[config.mk]
export PLATFORM = sky130hd
export DESIGN_NAME = ta_alarm_top
export DESIGN_NICKNAME = d
export VERILOG_FILES = /design/src/logic/ta_smbus_target.v /design/src/logic/ta_alarm_top.v
export VERILOG_INCLUDE_DIRS = /design/src /design/src/logic
export SDC_FILE = /design/constraint.sdc
export NUM_CORES = 1
export LEC_CHECK = 0
export BUFFER_PORTS_ARGS = -buffer_cell sky130_fd_sc_hd__buf_2
export CAP_MARGIN = 40
export CORE_ASPECT_RATIO = 1.25
export CORE_MARGIN = 1
export CORE_UTILIZATION = 46
export CTS_CLUSTER_DIAMETER = 150
export CTS_CLUSTER_SIZE = 8
export DETAILED_ROUTE_END_ITERATION = 10
export PLACE_DENSITY = 0.72
export REMOVE_ABC_BUFFERS = 1
export SYNTH_ARGS = -nofsm -noshare
export SYNTH_HDL_FRONTEND = slang
export SYNTH_HIERARCHICAL = 1
export SYNTH_SLANG_ARGS = --single-unit
[constraint.sdc]
create_clock -name sys_clk -period 13.9 [get_ports sys_clk]
set_clock_uncertainty 0.05 [all_clocks]
set_input_delay 4.17 -clock sys_clk [delete_from_list [all_inputs] [get_ports sys_clk]]
set_output_delay 4.17 -clock sys_clk [all_outputs]
set_load 0.05 [all_outputs]
[src/logic/ta_defines.vh]
// constants shared by the temperature alarm block
`ifndef TA_DEFINES_VH
`define TA_DEFINES_VH

// bus addresses
`define TA_ARA_ADDR 7'h0C
`define TA_OWN_ADDR_DEF 7'h18

// reset values of the byte registers
`define TA_HI_RST 8'h7F
`define TA_HI1_ALT_RST 8'h6E
`define TA_LO_RST 8'hC9
`define TA_TEMP_RST 8'h00
`define TA_CFG_RST 8'h00
`define TA_CMD_RST 8'h00

// encoded result limits, whole degrees
`define TA_TEMP_MAX 127
`define TA_TEMP_MIN -65
`define TA_TEMP_MAX_CODE 8'h7F
`define TA_TEMP_MIN_CODE 8'hBF
`define TA_TEMP_SHORT_CODE 8'h00

// command codes; per-channel codes step from these bases
`define TA_CMD_RD_TEMP0 8'h00
`define TA_CMD_RD_STAT1 8'h05
`define TA_CMD_RD_STAT2 8'h06
`define TA_CMD_RD_CFG 8'h07
`define TA_CMD_RD_HI0 8'h08
`define TA_CMD_WR_CFG 8'h12
`define TA_CMD_WR_HI0 8'h13

// configuration field
`define TA_CFG_MASK_BIT 7

`endif

[src/logic/ta_smbus_target.v]
// two-wire bus target: byte protocols and alert response
`timescale 1ns/1ns
`include "ta_defines.vh"
module ta_smbus_target #(
  parameter [6:0] OWN_ADDR = `TA_OWN_ADDR_DEF
) (
  // clock and reset
  input wire sys_clk,
  input wire sys_rst,
  // bus pins
  input wire scl_in,
  input wire sda_in,
  output reg sda_out_r,
  output reg sda_oe_r,
  // register side
  input wire alert_pend,
  input wire [7:0] rd_data,
  output reg [7:0] cmd_r,
  output reg wr_stb_r,
  output reg [7:0] wr_data_r,
  output reg ara_done_r
);
  localparam [2:0] S_IDLE = 3'd0;
  localparam [2:0] S_ADDR = 3'd1;
  localparam [2:0] S_AACK = 3'd2;
  localparam [2:0] S_ACK = 3'd3;
  localparam [2:0] S_RX = 3'd4;
  localparam [2:0] S_DACK = 3'd5;
  localparam [2:0] S_TX = 3'd6;
  localparam [2:0] S_TXEND = 3'd7;

  reg scl_s1, scl_s2, scl_s3;
  reg sda_s1, sda_s2, sda_s3;
  reg [2:0] state_r;
  reg [2:0] cnt_r;
  reg [7:0] sh_r;
  reg rd_r;
  reg ara_r;
  reg first_r;
  reg rack_r;

  wire scl_rise = scl_s2 & ~scl_s3;
  wire scl_fall = ~scl_s2 & scl_s3;
  wire start_ev = scl_s2 & scl_s3 & ~sda_s2 & sda_s3;
  wire stop_ev = scl_s2 & scl_s3 & sda_s2 & ~sda_s3;
  wire [7:0] rx_byte = {sh_r[6:0], sda_s2};
  wire [7:0] tx_byte = ara_r ? {OWN_ADDR, 1'b1} : rd_data;

  always @(posedge sys_clk) begin
    scl_s1 <= scl_in;
    scl_s2 <= scl_s1;
    scl_s3 <= scl_s2;
    sda_s1 <= sda_in;
    sda_s2 <= sda_s1;
    sda_s3 <= sda_s2;
  end

  always @(posedge sys_clk) begin
    if (sys_rst) begin
      state_r <= S_IDLE;
      cnt_r <= 3'd0;
      sh_r <= 8'h00;
      rd_r <= 1'b0;
      ara_r <= 1'b0;
      first_r <= 1'b0;
      rack_r <= 1'b0;
      sda_out_r <= 1'b0;
      sda_oe_r <= 1'b0;
      cmd_r <= `TA_CMD_RST;
      wr_stb_r <= 1'b0;
      wr_data_r <= 8'h00;
      ara_done_r <= 1'b0;
    end else begin
      wr_stb_r <= 1'b0;
      ara_done_r <= 1'b0;
      if (start_ev) begin
        state_r <= S_ADDR;
        cnt_r <= 3'd0;
        sda_oe_r <= 1'b0;
        rack_r <= 1'b0;
      end else if (stop_ev) begin
        state_r <= S_IDLE;
        sda_oe_r <= 1'b0;
      end else begin
        case (state_r)
          S_IDLE: begin
            sda_oe_r <= 1'b0;
          end
          S_ADDR: if (scl_rise) begin
            sh_r <= rx_byte;
            cnt_r <= cnt_r + 3'd1;
            if (cnt_r == 3'd7) begin
              state_r <= S_AACK;
            end
          end
          S_AACK: if (scl_fall) begin
            if (sh_r[7:1] == OWN_ADDR) begin
              sda_oe_r <= 1'b1;
              rd_r <= sh_r[0];
              ara_r <= 1'b0;
              first_r <= 1'b1;
              state_r <= S_ACK;
            end else if (sh_r[7:1] == `TA_ARA_ADDR && sh_r[0] &&
                         alert_pend) begin
              // answer the alert response only while alerting
              sda_oe_r <= 1'b1;
              rd_r <= 1'b1;
              ara_r <= 1'b1;
              state_r <= S_ACK;
            end else begin
              state_r <= S_IDLE;
            end
          end
          S_ACK: if (scl_fall) begin
            cnt_r <= 3'd0;
            if (rd_r) begin
              // msb first, open drain pulls low for a zero
              sda_oe_r <= ~tx_byte[7];
              sh_r <= {tx_byte[6:0], 1'b0};
              state_r <= S_TX;
            end else begin
              sda_oe_r <= 1'b0;
              state_r <= S_RX;
            end
          end
          S_RX: if (scl_rise) begin
            sh_r <= rx_byte;
            cnt_r <= cnt_r + 3'd1;
            if (cnt_r == 3'd7) begin
              state_r <= S_DACK;
              if (first_r) begin
                // command byte selects the register
                cmd_r <= rx_byte;
                first_r <= 1'b0;
              end else begin
                wr_stb_r <= 1'b1;
                wr_data_r <= rx_byte;
              end
            end
          end
          S_DACK: if (scl_fall) begin
            sda_oe_r <= 1'b1;
            state_r <= S_ACK;
          end
          S_TX: begin
            if (scl_rise) begin
              if (!sda_oe_r && !sda_s2) begin
                // lost arbitration to a lower address
                state_r <= S_IDLE;
              end else begin
                cnt_r <= cnt_r + 3'd1;
                if (cnt_r == 3'd7) begin
                  state_r <= S_TXEND;
                end
              end
            end else if (scl_fall) begin
              sda_oe_r <= ~sh_r[7];
              sh_r <= {sh_r[6:0], 1'b0};
            end
          end
          S_TXEND: begin
            if (scl_fall && !rack_r) begin
              // master answers the data byte with no acknowledge
              sda_oe_r <= 1'b0;
              rack_r <= 1'b1;
            end else if (scl_rise && rack_r) begin
              // whole byte sent: alert response read succeeded
              ara_done_r <= ara_r;
              rack_r <= 1'b0;
              state_r <= S_IDLE;
            end
          end
          default: state_r <= S_IDLE;
        endcase
      end
    end
  end
endmodule

[src/logic/ta_alarm_top.v]
// multichannel temperature alarm: thresholds, encoding, alert latch
//
// What this block does
// - alert when a result equals or passes its high or low threshold.
// - separate high and low threshold register per channel.
// - high thresholds reset to 0111 1111, +127 degrees.
// - variant option resets remote channel one high threshold to +110.
// - low thresholds reset to 1100 1001, -55 degrees.
// - results are two's-complement bytes clamped to -65..+127.
// - diode open detector sampled into status at each conversion start.
// - no diode fault shown after reset until a conversion starts.
// - shorted remote input gives result 0000 0000.
// - remote input shorted to supply forces +127 on every channel.
// - alert stays latched until alert response read succeeds.
// - four byte protocols; receive byte uses last command byte.
// - alert response address 0001100 returns own address, low wins.
// - one degree per bit, msb first, half degree added before rounding.
`timescale 1ns/1ns
`include "ta_defines.vh"
module ta_alarm_top #(
  parameter NCH = 5,
  parameter RAW_W = 12,
  parameter FRAC = 4,
  parameter HI1_ALT = 0,
  parameter [6:0] OWN_ADDR = `TA_OWN_ADDR_DEF
) (
  // clock and reset
  input wire sys_clk,
  input wire sys_rst,
  // two-wire bus pins
  input wire serial_bus_clock_pin,
  input wire serial_bus_data_pin_in,
  output wire serial_bus_data_pin_out,
  output wire serial_bus_data_pin_oe,
  // open-drain alert pin
  output reg alert_pin_out_r,
  output reg alert_pin_oe_r,
  // converter front end, same clock
  input wire conv_start,
  input wire conv_done,
  input wire [NCH*RAW_W-1:0] raw_temp,
  input wire [NCH-2:0] remote_diode_open,
  input wire [NCH-2:0] remote_diode_short,
  input wire remote_supply_short
);
  localparam [RAW_W:0] HALF = 1 << (FRAC - 1);
  localparam DW = RAW_W + 1 - FRAC;

  wire [7:0] cmd;
  wire wr_stb;
  wire [7:0] wr_data;
  wire ara_done;
  wire [7:0] rd_data;
  wire [NCH-1:0] hit;
  wire [NCH-1:0] alarm_now;
  wire [8*(NCH+1)-1:0] rd_acc;

  reg [NCH-2:0] fault_r;
  reg [NCH-1:0] alarm_r;
  reg [7:0] cfg_r;

  ta_smbus_target #(
    .OWN_ADDR(OWN_ADDR)
  ) u_target (
    .sys_clk(sys_clk),
    .sys_rst(sys_rst),
    .scl_in(serial_bus_clock_pin),
    .sda_in(serial_bus_data_pin_in),
    .sda_out_r(serial_bus_data_pin_out),
    .sda_oe_r(serial_bus_data_pin_oe),
    .alert_pend(alert_pin_oe_r),
    .rd_data(rd_data),
    .cmd_r(cmd),
    .wr_stb_r(wr_stb),
    .wr_data_r(wr_data),
    .ara_done_r(ara_done)
  );

  genvar i;
  generate
    for (i = 0; i < NCH; i = i + 1) begin : g_ch
      localparam [7:0] C_TEMP = `TA_CMD_RD_TEMP0 + i;
      localparam [7:0] C_RHI = `TA_CMD_RD_HI0 + 2 * i;
      localparam [7:0] C_RLO = `TA_CMD_RD_HI0 + 2 * i + 1;
      localparam [7:0] C_WHI = `TA_CMD_WR_HI0 + 2 * i;
      localparam [7:0] C_WLO = `TA_CMD_WR_HI0 + 2 * i + 1;
      localparam [7:0] HI_RST = (i == 1 && HI1_ALT != 0) ?
                                `TA_HI1_ALT_RST : `TA_HI_RST;
      localparam signed [DW-1:0] DMAX = `TA_TEMP_MAX;
      localparam signed [DW-1:0] DMIN = `TA_TEMP_MIN;

      reg [7:0] temp_r;
      reg [7:0] hi_r;
      reg [7:0] lo_r;
      reg [7:0] code;
      wire [RAW_W-1:0] raw = raw_temp[i*RAW_W +: RAW_W];
      // half degree offset then floor to whole degrees
      wire [RAW_W:0] rnd = {raw[RAW_W-1], raw} + HALF;
      wire signed [DW-1:0] deg = rnd[RAW_W:FRAC];
      wire shorted;
      wire [7:0] rd_part;

      if (i == 0) begin : g_loc
        assign shorted = 1'b0;
      end else begin : g_rem
        assign shorted = remote_diode_short[i-1];
      end

      always @* begin
        if (remote_supply_short) begin
          code = `TA_TEMP_MAX_CODE;
        end else if (shorted) begin
          code = `TA_TEMP_SHORT_CODE;
        end else if (deg > DMAX) begin
          code = `TA_TEMP_MAX_CODE;
        end else if (deg < DMIN) begin
          code = `TA_TEMP_MIN_CODE;
        end else begin
          code = deg[7:0];
        end
      end

      // equality counts as reaching a threshold
      assign hit[i] = ($signed(code) >= $signed(hi_r)) ||
                      ($signed(code) <= $signed(lo_r));

      always @(posedge sys_clk) begin
        if (sys_rst) begin
          temp_r <= `TA_TEMP_RST;
          hi_r <= HI_RST;
          lo_r <= `TA_LO_RST;
        end else begin
          if (conv_done) begin
            temp_r <= code;
          end
          // one high and one low limit per channel
          if (wr_stb && cmd == C_WHI) begin
            hi_r <= wr_data;
          end
          if (wr_stb && cmd == C_WLO) begin
            lo_r <= wr_data;
          end
        end
      end

      assign rd_part = (cmd == C_TEMP) ? temp_r :
                       (cmd == C_RHI) ? hi_r :
                       (cmd == C_RLO) ? lo_r : 8'h00;
      assign rd_acc[8*(i+1) +: 8] = rd_acc[8*i +: 8] | rd_part;
    end
  endgenerate

  assign alarm_now = conv_done ? hit : {NCH{1'b0}};

  // status and configuration bytes; unmapped commands read zero
  assign rd_acc[7:0] =
    (cmd == `TA_CMD_RD_STAT1) ? {{(9-NCH){1'b0}}, fault_r} :
    (cmd == `TA_CMD_RD_STAT2) ? {{(8-NCH){1'b0}}, alarm_r} :
    (cmd == `TA_CMD_RD_CFG) ? cfg_r : 8'h00;
  assign rd_data = rd_acc[8*NCH +: 8];

  always @(posedge sys_clk) begin
    if (sys_rst) begin
      fault_r <= {(NCH-1){1'b0}};
      alarm_r <= {NCH{1'b0}};
      cfg_r <= `TA_CFG_RST;
      alert_pin_out_r <= 1'b0;
      alert_pin_oe_r <= 1'b0;
    end else begin
      if (conv_start) begin
        fault_r <= remote_diode_open;
      end
      if (conv_done) begin
        alarm_r <= hit;
      end
      if (wr_stb && cmd == `TA_CMD_WR_CFG) begin
        cfg_r <= wr_data;
      end
      alert_pin_out_r <= 1'b0;
      // a new alarm wins over a clear in the same cycle
      if (!cfg_r[`TA_CFG_MASK_BIT] &&
          ((|alarm_now) || (conv_done && (|fault_r)))) begin
        alert_pin_oe_r <= 1'b1;
      end else if (ara_done) begin
        alert_pin_oe_r <= 1'b0;
      end
    end
  end
endmodule

Word-level counts from Yosys, hierarchy flattened
Cells that the tools add are included.
{"block": "totals", "output_inout_bits": 4, "reg_bits": 181, "input_bits": 75}
{"block": "classes", "order_cmp": 20, "n_eq_ne": 68, "muxes": 90, "reduce_logical": 55, "add_sub_neg": 6, "bitwise": 26}
{"cell": "8-bit two-way mux", "n": 43}
{"cell": "8-bit by 5-bit equality test with 1-bit output, second input constant", "n": 13}
{"cell": "12-bit by 5-bit adder with 13-bit output, second input constant", "n": 5}
{"cell": "8-bit by 4-bit equality test with 1-bit output, second input constant", "n": 8}
{"cell": "3-bit two-way mux", "n": 17}
{"cell": "9-bit by 8-bit > comparator with 1-bit output, second input constant", "n": 5}
{"cell": "9-bit by 8-bit less-than comparator with 1-bit output, second input constant", "n": 5}
{"cell": "8-bit greater-or-equal comparator", "n": 5}
{"cell": "8-bit less-or-equal comparator", "n": 5}
{"cell": "8-bit bitwise OR", "n": 5}
{"cell": "4-bit by 1-bit != test with 1-bit output, second input constant", "n": 9}
{"cell": "8-bit by 3-bit equality test with 1-bit output, second input constant", "n": 4}
{"cell": "2-bit by 1-bit != test with 1-bit output, second input constant", "n": 14}
{"cell": "8-bit one-hot mux with 3 select lines", "n": 1}
{"cell": "12-bit AND reduction", "n": 2}
{"cell": "1-bit two-way mux", "n": 22}
{"cell": "3-bit one-hot mux with 7 select lines", "n": 1}
{"cell": "1-bit logical AND", "n": 18}
{"cell": "6-bit AND reduction", "n": 3}
{"cell": "8-bit by 2-bit equality test with 1-bit output, second input constant", "n": 2}
{"cell": "8-bit AND reduction", "n": 2}
{"cell": "3-bit equality test, second input constant", "n": 5}
{"cell": "1-bit inverter", "n": 14}
{"cell": "6-bit OR reduction", "n": 2}
{"cell": "other kinds (32)", "n": 55}

Depth between registers and ports, before layout
Gate-level depths: netlist of run 1.
{"block": "logic_depth", "ltp_word": 14, "mapped_depth": 16, "ltp_nobuf": 16}

By module
Netlist of run 1, hierarchy kept.
{"mod": "ta_alarm_top", "n_inst": 1, "area_per_inst_um2": 9462.8, "cells_each": 1176}
{"mod": "ta_smbus_target", "n_inst": 1, "area_per_inst_um2": 2098.3, "cells_each": 228}

Least setup slack after synthesis of run 1
Ideal clock, no wire load.
{"block": "synth_path", "path_kind": "in2reg", "start": "input port raw_temp[51]", "end": "register alert_pin_oe_r", "slack_ps": 6609, "path_buffers": 0, "setup_time_ps": 120, "stages": 16, "arrival_ps": 7121, "cell_sequence": "ha_1 -> inv_1 -> o31ai_1 -> a21oi_1 -> o21ai_0 -> nand3_1 -> nor2_1 -> a21oi_1 -> ha_1 -> a21o_1 -> a2111oi_0 -> o21ai_0 -> o311a_1 -> nor4_1 -> o2111ai_1 -> o31a_1"}
{"block": "synth_between", "elab_chain_cells": 13}
{"element": "start, declared", "line": "ta_alarm_top.v:41", "text": "input wire [NCH*RAW_W-1:0] raw_temp,"}
{"element": "12-bit by 5-bit adder with 13-bit output *", "line": "ta_alarm_top.v:98", "text": "wire [RAW_W:0] rnd = {raw[RAW_W-1], raw} + HALF;"}
{"element": "9-bit by 8-bit less-than comparator with 1-bit output", "line": "ta_alarm_top.v:116", "text": "end else if (deg < DMIN) begin"}
{"element": "8-bit two-way mux", "line": "ta_alarm_top.v:116"}
{"element": "8-bit two-way mux *", "line": "ta_alarm_top.v:114", "text": "end else if (deg > DMAX) begin"}
{"element": "8-bit two-way mux *", "line": "ta_alarm_top.v:112", "text": "end else if (shorted) begin"}
{"element": "8-bit two-way mux *", "line": "ta_alarm_top.v:110", "text": "if (remote_supply_short) begin"}
{"element": "via g_ch[4].code[4]", "line": "ta_alarm_top.v:95", "text": "reg [7:0] code;"}
{"element": "8-bit greater-or-equal comparator / 8-bit less-or-equal comparator (equally long branches)", "line": "ta_alarm_top.v:124, ta_alarm_top.v:125"}
{"element": "1-bit logical OR *", "line": "ta_alarm_top.v:124", "text": "assign hit[i] = ($signed(code) >= $signed(hi_r)) ||"}
{"element": "5-bit two-way mux *", "line": "ta_alarm_top.v:153", "text": "assign alarm_now = conv_done ? hit : {NCH{1'b0}};"}
{"element": "5-bit OR reduction *", "line": "ta_alarm_top.v:182", "text": "((|alarm_now) || (conv_done && (|fault_r)))) begin"}
{"element": "1-bit logical OR *", "line": "ta_alarm_top.v:182"}
{"element": "1-bit logical AND *", "line": "ta_alarm_top.v:181", "text": "if (!cfg_r[`TA_CFG_MASK_BIT] &&"}
{"element": "1-bit two-way mux / 2-bit nonzero test (equally long branches)"}
{"element": "end signal, assigned", "line": "ta_alarm_top.v:168", "text": "alert_pin_oe_r <= 1'b0;"}
{"element": "end signal, assigned", "line": "ta_alarm_top.v:183", "text": "alert_pin_oe_r <= 1'b1;"}
{"element": "end signal, assigned", "line": "ta_alarm_top.v:185", "text": "alert_pin_oe_r <= 1'b0;"}
{"element": "end, declared", "line": "ta_alarm_top.v:37", "text": "output reg alert_pin_oe_r,"}
Mark *: on every way through the listed nets, which the timed path passes. The rest lies on a longest branch.
A chain may end at the register's enable or synchronous reset.

Final worst setup path of run 1
{"block": "layout_path", "start": "input port raw_temp[3]", "end": "register alert_pin_oe_r"}
{"block": "layout_between", "elab_chain_cells": 12}
{"element": "12-bit by 5-bit adder with 13-bit output *", "line": "ta_alarm_top.v:98"}
{"element": "9-bit by 8-bit less-than comparator with 1-bit output", "line": "ta_alarm_top.v:116"}
{"element": "8-bit two-way mux", "line": "ta_alarm_top.v:116"}
{"element": "8-bit two-way mux *", "line": "ta_alarm_top.v:114"}
{"element": "8-bit two-way mux *", "line": "ta_alarm_top.v:110"}
{"element": "via g_ch[0].code[3]", "line": "ta_alarm_top.v:95"}
{"element": "8-bit greater-or-equal comparator / 8-bit less-or-equal comparator (equally long branches)", "line": "ta_alarm_top.v:124, ta_alarm_top.v:125"}
{"element": "1-bit logical OR *", "line": "ta_alarm_top.v:124"}
{"element": "5-bit two-way mux *", "line": "ta_alarm_top.v:153"}
{"element": "5-bit OR reduction *", "line": "ta_alarm_top.v:182"}
{"element": "1-bit logical OR *", "line": "ta_alarm_top.v:182"}
{"element": "1-bit logical AND *", "line": "ta_alarm_top.v:181"}
{"element": "1-bit two-way mux / 2-bit nonzero test (equally long branches)"}
Marked as above.

==> results of run 1 <==
metal layers:
layer | GRT usage | share of wire
met3 | 0.0326 | 0.048
met4 | 0.143 | 0.050
met1 | 0.305 | 0.41
met5 | 0 | 0
met2 | 0.451 | 0.49
worst register-to-register path, stage by stage, from the launching register on:
cell and delay, ns:
dfxtp_1 0.53, or4_1 0.87, nor3_4 0.51, buf_8 0.22, a221oi_1 0.09, o21ai_1 0.34, o21ai_1 0.13, nand2_1 0.11
nor3b_1 0.25, a21oi_1 0.07, a211oi_1 0.26
through the flow:
step / std cells / setup slack (ns) / hold slack (ns) / utilization / cell area, um^2
5_1_grt: 1763 / 6.12 / 0.295 / 0.514 / 12600
3_5_place_dp: 1731 / 5.95 / 0.264 / 0.489 / 12000
3_3_place_gp: 1719 / 5.95 / 0.261 / 0.485 / 11900
2_1_floorplan: 1319 / 6.61 / 0.260 / - / 11100
6_report: 1763 / 6.37 / 0.277 / 0.514 / 12600
4_1_cts: 1763 / 6.39 / 0.279 / 0.514 / 12600
power by group:
part,internal (mW),switching [mW]
Clock,0.278,0.216
Combinational,0.0576,0.0886
Sequential,0.532,0.0150
registers in the layout, indices dropped and copies added, names as in the netlist, 5 cells and up:
name	cells
u_target/sh_r	8
g_ch.lo_r	40
u_target/cmd_r	8
g_ch.hi_r	40
cfg_r	8
u_target/wr_data_r	8
alarm_r	5
g_ch.temp_r	40
kinds of logic after synthesis:
group / after synthesis / synth area share
fa+ha+maj: 87 / 0.0942
simple gates: 471 / 0.203
xor+xnor: 22 / 0.0167
other cells: 2 / 0.000650
flops: 181 / 0.313
buf+inv: 177 / 0.0683
mux: 82 / 0.0736
compound gates: 382 / 0.230
cell type report:
cell class | instances | area [um^2] | share of cell area
timing repair buffer | 82 | 490 | 0.0388
sequential | 181 | 3620 | 0.287
clock buffer | 20 | 457 | 0.0362
tap | 330 | 413 | 0.0327
clock inverter | 12 | 146 | 0.0116
multi-input combinational | 1046 | 7150 | 0.566
inverter | 92 | 348 | 0.0275
worst paths after layout:
check	end	cells past startpoint
worst max register to register	u_target/sh_r[2]	10
worst max-delay path	alert_pin_oe_r	15
worst min-delay path	u_target/sda_s2	0
worst min register to register	u_target/sda_s2	0
Yosys cell counts, types with 18 or more instances:
library cell    n  share of area
ha_1           87          0.094
a221oi_1       18          0.014
inv_1          91          0.030
clkbuf_1       45          0.015
nand2_1        66          0.021
o21ai_0        50          0.022
nor2_1        196          0.064
nand2b_1       20          0.011
buf_2          19         0.0082
a21oi_1        94          0.041
nor2b_1        30          0.016
nor3_1         23          0.010
dfxtp_1       181           0.31
a211o_1        58          0.044
nand3_1        46          0.020
a211oi_1       29          0.019
mux2i_1        76          0.066
cells in the final DEF (no fill, tap or decap), types with 46 or more instances in the layout:
| cell type | synthesis | layout |
|---|---|---|
| a211o_1 | 58 | 58 |
| a21oi_1 | 94 | 94 |
| buf_2 | 19 | 61 |
| dfxtp_1 | 181 | 181 |
| ha_1 | 87 | 87 |
| inv_1 | 91 | 91 |
| mux2i_1 | 76 | 76 |
| nand2_1 | 66 | 66 |
| nand3_1 | 46 | 46 |
| nor2_1 | 196 | 196 |
| o21ai_0 | 50 | 50 |
==> flow_summary.json, run 1 <==
{
  "ant_nets": 0,
  "ys_seq_elements": 181,
  "nFillCells": 2320,
  "core_area_mm2": 0.0246,
  "area_growth_pct": 9.26,
  "tns_ns": 0,
  "clk_path_buf_depth": 2,
  "cts_hold_buffers": 0,
  "synth_cell_types": 89,
  "htree_levels": 4,
  "rrSetupSlack_ns": 10.38,
  "overflow": 0,
  "ctsResizeCount": 0,
  "numCtsBuffers": 17,
  "crit_start": "raw_temp[3]",
  "crit_buf_inv": 1,
  "maxSlewViolCount": 0,
  "gp_congestion": 0.965,
  "drtIter0Drc": 871,
  "endpoint_kind": "register",
  "drive_above_1_share": 0.107,
  "port_buffers": 61,
  "vdd_drop_max_uv": 89.4,
  "max_cap_viol_count": 0,
  "clkTransAtPathRegs_ns": 0.06,
  "syn_inst": 1404,
  "fin_nets": 1582,
  "dieWidth_um": 144,
  "syn_area_mm2": 0.0116,
  "min_from": "u_target/sda_s1",
  "rsz0062_at_grt": "false",
  "vias": 10500,
  "p_per_area_mw_per_mm2": 94.0,
  "io-pin-count": 79,
  "ys_dominant_reg_cell": "dfxtp_1",
  "cts_sinks": 181,
  "period_share": 0.542,
  "critPathArrivalTime_ns": 7.80,
  "hold_violations": 0,
  "postCtsSetupBuffers": 0,
  "hold_path.class": "register to register",
  "rr_startpoint": "u_target/cmd_r[4]",
  "async_reset_ff_frac": 0,
  "crit_path_max_fanout": 10,
  "dieHeight_um": 179,
  "crit_slowest_cell": "nor4_1",
  "max_stage_delay_ns": 0.76,
  "grt_max_degree": 88,
  "relSlewSlack": 0.382,
  "tightest_slew_ns": 0.919,
  "ys_seq_area_frac": 0.313,
  "diodes": 0,
  "via_per_inst": 5.95,
  "synth_edf_count": 0,
  "wl_um": 32400,
  "clk_latency_ns": 0.44,
  "placementRows": 64,
  "gr-usage-all-layers": 0.258,
  "drt-wirelength-per-cell_um": 18.4,
  "finalCriticalPeriod_ns": 7.53,
  "criticalPathCategory": "input pin to register",
  "setup_viol": 0,
  "status": "finished, final reports clean",
  "firstDrtPassIters": 5,
  "ctsRootBufferMaster": "clkbuf_16",
  "grt_pass1_vias": 9704,
  "drc": 0,
  "antenna_found_initial": 0,
  "grt_pass1_wl_um": 51000,
  "initial_core_util": 0.470,
  "dieArea_mm2": 0.0258,
  "cp_top_family": "simple AND/OR/NAND/NOR gates",
  "crit_chain": "buf_2, ha_1, and4b_1, o21ai_0, a211oi_1, nor3_2, o22ai_1, ha_1, nand2_1, o21bai_1, a21oi_1, a211oi_1, nor4_1, o2111ai_1, o31a_1",
  "tritoncts": "done",
  "finalPower_mw": 1.19,
  "worst_setup_path_start_kind": "input pin",
  "crit_required_ns": 14.18,
  "fmax_mhz": 133,
  "ys_warn_count": 6,
  "power.leakage_nw": 5.18,
  "syn-mean-instance-area_um2": 8.23,
  "hpwl_um": 24000
}
(Power assumes the default switching activity.)
==> run 2, diff against run 1 <==
Settings changed: PLACE_DENSITY 0.72 to 0.75.
Clock period 13.9 ns to 6.4 ns, I/O delays scaled along.
==> flow_summary.json, run 2 (synthesis gave the netlist of run 1 again) <==
{
  "io-pin-count": 79,
  "dieHeight_um": 179,
  "finalPower_mw": 2.55,
  "design_area_mm2": 0.0126,
  "crit_buf_inv": 2,
  "ctsRootBufferMaster": "clkbuf_16",
  "cts_hold_buffers": 0,
  "overflow": 0,
  "dieArea_mm2": 0.0258,
  "reg_top3": "g_ch.hi_r x40, g_ch.lo_r x40, g_ch.temp_r x40",
  "tritoncts": "done",
  "maxSlewViolCount": 0,
  "critPathArrivalTime_ns": 5.44,
  "clkTransAtPathRegs_ns": 0.06,
  "met2_length_um": 15800,
  "via_per_inst": 5.97,
  "switchingPower_mw": 0.672,
  "area_growth_pct": 9.09,
  "diodes": 0,
  "drtIter0Drc": 975,
  "endpoint_kind": "register",
  "max_stage_delay_ns": 0.39,
  "dp_slack_ns": 0.842,
  "routed.top_layer": "met5",
  "criticalPathCategory": "input pin to register",
  "seqPwrFrac": 0.466,
  "min_from": "u_target/sda_s1",
  "crit_start": "raw_temp[51]",
  "p_int_mw": 1.88,
  "crit_chain": "buf_2, ha_1, inv_1, o31ai_1, a21oi_1, o21ai_0, nand3_1, nor2_1, a21oi_1, ha_1, a21o_1, a2111oi_0, o21ai_0, o311a_1, nor4_1, o2111ai_1, o31a_1",
  "numCtsBuffers": 17,
  "status": "finished, final reports clean",
  "worst_setup_path_start_kind": "input pin",
  "ctsResizeCount": 0,
  "wl_um": 32200,
  "combPwrFrac": 0.125,
  "grt_max_degree": 71,
  "setup_viol": 0,
  "port_buffers": 61,
  "met1Wirelength_um": 13000,
  "grt_pass1_wl_um": 50200,
  "drc": 0,
  "power.leakage_nw": 5.17,
  "hpwl_um": 24200,
  "hold_path.class": "register to register",
  "core_area_mm2": 0.0246,
  "finalCriticalPeriod_ns": 5.17,
  "fmax_mhz": 193,
  "cts_sinks": 181,
  "fin_nets": 1584,
  "gp_congestion": 0.925,
  "vias": 10500,
  "period_share": 0.808,
  "pwr-share-clk": 0.409,
  "rr_startpoint": "u_target/cmd_r[4]",
  "tightest_slew_ns": 0.919,
  "clk_path_buf_depth": 2,
  "p_per_area_mw_per_mm2": 202,
  "clk_latency_ns": 0.43,
  "placementRows": 64,
  "layout_common_cells": "nor2_1 (196), dfxtp_1 (181), a21oi_1 (94)",
  "gr-usage-all-layers": 0.254,
  "htree_levels": 4,
  "relSlewSlack": 0.387,
  "rsz0062_at_grt": "false",
  "initial_core_util": 0.470,
  "wl_met3_um": 1680,
  "holdWs_ns": 0.278,
  "postPlaceCellArea_mm2": 0.0120,
  "crit_required_ns": 6.66,
  "crit_slowest_cell": "a2111oi_0",
  "antenna_found_initial": 1,
  "drive_above_1_share": 0.108,
  "firstDrtPassIters": 5,
  "final.setup.worst_slack_ns": 1.23,
  "dieWidth_um": 144,
  "vdd_drop_max_uv": 166,
  "tns_ns": 0,
  "final_common_cell": "nor2_1",
  "hold_violations": 0,
  "crit_path_max_fanout": 6,
  "postCtsSetupBuffers": 0,
  "ant_nets": 0,
  "grt_pass1_vias": 9717,
  "sw_frac_of_total": 0.264,
  "cp_top_family": "compound AO/OA/AOI/OAI gates",
  "drt-wirelength-per-cell_um": 18.2,
  "max_cap_viol_count": 0,
  "nFillCells": 2283
}
==> run 2: final cells by class <==
| class | instances | area [um^2] | area share |
|---|---|---|---|
| well taps | 330 | 413 | 0.0327 |
| clock inverters | 11 | 124 | 0.00982 |
| clock buffers | 20 | 457 | 0.0362 |
| multi-input cells | 1046 | 7150 | 0.567 |
| repair buffers | 84 | 493 | 0.0391 |
| flip-flops and latches | 181 | 3620 | 0.287 |
| inverters | 92 | 348 | 0.0276 |
==> run 2: final timing paths <==
| kind | to | slack (ns) | cells after the start |
|---|---|---|---|
| worst max-delay path | alert_pin_oe_r | 1.23 | 17 |
| worst min-delay path | u_target/sda_s2 | 0.28 | 0 |
| worst max register to register | u_target/sh_r[5] | 2.94 | 10 |
| worst min register to register | u_target/sda_s2 | 0.28 | 0 |
==> run 2: routing by layer <==
layer / vias up / GRT usage
met5: - / 0
met4: 2 / 0.140
met3: 77 / 0.0393
met2: 323 / 0.445
met1: 4993 / 0.294
li1: 5128 / -
==> run 2: power groups by stage <==
| stage | Combinational (mW) | Clock, mW | Sequential (mW) |
|---|---|---|---|
| detailed placement | 0.313 | 0 | 1.21 |
| CTS | 0.315 | 1.05 | 1.19 |
| global placement | 0.304 | 0 | 1.21 |
| global route | 0.354 | 1.10 | 1.19 |
| finish | 0.318 | 1.04 | 1.19 |
| floorplan | 0.196 | 0 | 1.20 |
==> run 2: metrics by stage <==
step,util,instances
floorplan,-,1319
global placement,0.485,1720
detailed placement,0.489,1733
CTS,0.513,1764
global route,0.513,1764
finish,0.513,1764
==> run 3, diff against run 2 <==
Clock period 6.4 ns to 4.6 ns, I/O delays scaled along.
==> flow_summary.json, run 3 (synthesis gave the netlist of run 1 again) <==
{
  "hold_path.class": "register to register",
  "drt-wirelength-per-cell_um": 18.1,
  "dieHeight_um": 179,
  "clkTransAtPathRegs_ns": 0.08,
  "wl_um": 32700,
  "cts_sinks": 181,
  "cts_hold_buffers": 0,
  "stdcell_count": 1807,
  "power.leakage_nw": 5.37,
  "layout_common_cells": "nor2_1 (196), dfxtp_1 (181), a21oi_1 (94)",
  "maxSlewViolCount": 0,
  "final_common_cell": "nor2_1",
  "multi_input_area_mm2": 0.00716,
  "setup_viol": 0,
  "antenna_found_initial": 0,
  "holdWs_ns": 0.279,
  "ctsRootBufferMaster": "clkbuf_16",
  "dieWidth_um": 144,
  "htree_levels": 4,
  "drc": 0,
  "diodes": 0,
  "p_per_area_mw_per_mm2": 274,
  "grt_pass1_wl_um": 51200,
  "clk_path_buf_depth": 2,
  "reg_top3": "g_ch.hi_r x40, g_ch.lo_r x40, g_ch.temp_r x40",
  "critPathArrivalTime_ns": 4.56,
  "max_cap_viol_count": 0,
  "crit_path_max_fanout": 6,
  "finalCriticalPeriod_ns": 4.26,
  "overflow": 0,
  "worst_setup_path_start_kind": "input pin",
  "gp_congestion": 0.959,
  "dp.cells": 1775,
  "port_buffers": 61,
  "crit_required_ns": 4.90,
  "rsz0062_at_grt": "false",
  "endpoint_kind": "register",
  "fin_nets": 1626,
  "postCtsSetupBuffers": 0,
  "clk_latency_ns": 0.45,
  "placementRows": 64,
  "relSlewSlack": 0.401,
  "fin_util": 0.525,
  "drtIter0Drc": 956,
  "numCtsBuffers": 17,
  "nFillCells": 2302,
  "core_area_mm2": 0.0246,
  "ant_nets": 0,
  "tightest_slew_ns": 0.895,
  "via_per_inst": 5.92,
  "grt_max_degree": 80,
  "fmax_mhz": 235,
  "period_share": 0.926,
  "vias": 10700,
  "initial_core_util": 0.470,
  "io-pin-count": 79,
  "area_growth_pct": 11.7,
  "status": "finished, final reports clean",
  "grt_pass1_vias": 9946,
  "firstDrtPassIters": 5,
  "criticalPathCategory": "input pin to register",
  "drive_above_1_share": 0.135,
  "regArea_mm2": 0.00362,
  "hold_violations": 0,
  "hpwl_um": 24800,
  "tns_ns": 0,
  "gr-usage-all-layers": 0.260,
  "tritoncts": "done",
  "finalPower_mw": 3.54,
  "vdd_drop_max_uv": 274,
  "dieArea_mm2": 0.0258
}
-- run 3: cell count changes in the layout (fill, tap and decap cells not counted), sizes merged --
cell    change
buf        +42
inv         +7
clkbuf      -3
bufinv      -2
clkinv      -1
-- run 3: power breakdown --
group | internal (mW) | total, mW | switching (mW)
Clock | 0.715 | 1.41 | 0.696
Combinational | 0.202 | 0.479 | 0.277
Sequential | 1.61 | 1.65 | 0.0467
Total | 2.52 | 3.54 | 1.02
-- run 3: path summary, 6_finish.rpt --
| path | depth (start not counted) | to | start | slack, ns |
|---|---|---|---|---|
| setup / recovery | 16 | alert_pin_oe_r | raw_temp[4] | 0.34 |
| hold / removal | 0 | u_target/sda_s2 | u_target/sda_s1 | 0.28 |
| setup reg to reg | 10 | u_target/sh_r[1] | u_target/cmd_r[4] | 1.14 |
| hold reg to reg | 0 | u_target/sda_s2 | u_target/sda_s1 | 0.28 |
-- run 3: repair_timing --
action                                 in CTS  in global routing
resized for setup                           0                  1
endpoints found under the hold margin       0                  0
setup endpoints to repair                   0                  1
-- run 3: area by class of cell --
type / instances / area share
multi-input combinational: 1046 / 0.554
sequential: 181 / 0.281
timing repair buffer: 126 / 0.0630
clock buffer: 17 / 0.0329
tap: 330 / 0.0320
inverter: 92 / 0.0269
clock inverter: 15 / 0.0104
-- run 3: metal layers --
layer / wire [um] / share of wire / vias up / global-route usage
met5: 0 / 0 / - / 0
met4: 1770 / 0.054 / 0 / 0.149
met3: 1730 / 0.053 / 87 / 0.0387
met2: 15900 / 0.49 / 369 / 0.452
met1: 13300 / 0.41 / 5030 / 0.301
li1: - / - / 5210 / -
-- run 3: worst max-delay path, cell delays in order --
cell,delay (ns)
buf_2,0.12
ha_1,0.26
and4_1,0.30
nand2_1,0.09
xor2_1,0.17
nor4_1,0.38
o22ai_1,0.23
ha_1,0.35
nand2_1,0.08
o21bai_1,0.15
a21oi_1,0.13
a211oi_1,0.07
nor4_1,0.29
buf_4,0.20
o2111ai_1,0.09
o31a_1,0.25
-- run 3: per-stage QoR --
stage	area, um^2	setup slack [ns]
floorplan	11100	0.0983
global placement	12300	-0.152
detailed placement	12400	-0.163
CTS	12900	0.308
global route	12900	0.0175
finish	12900	0.340
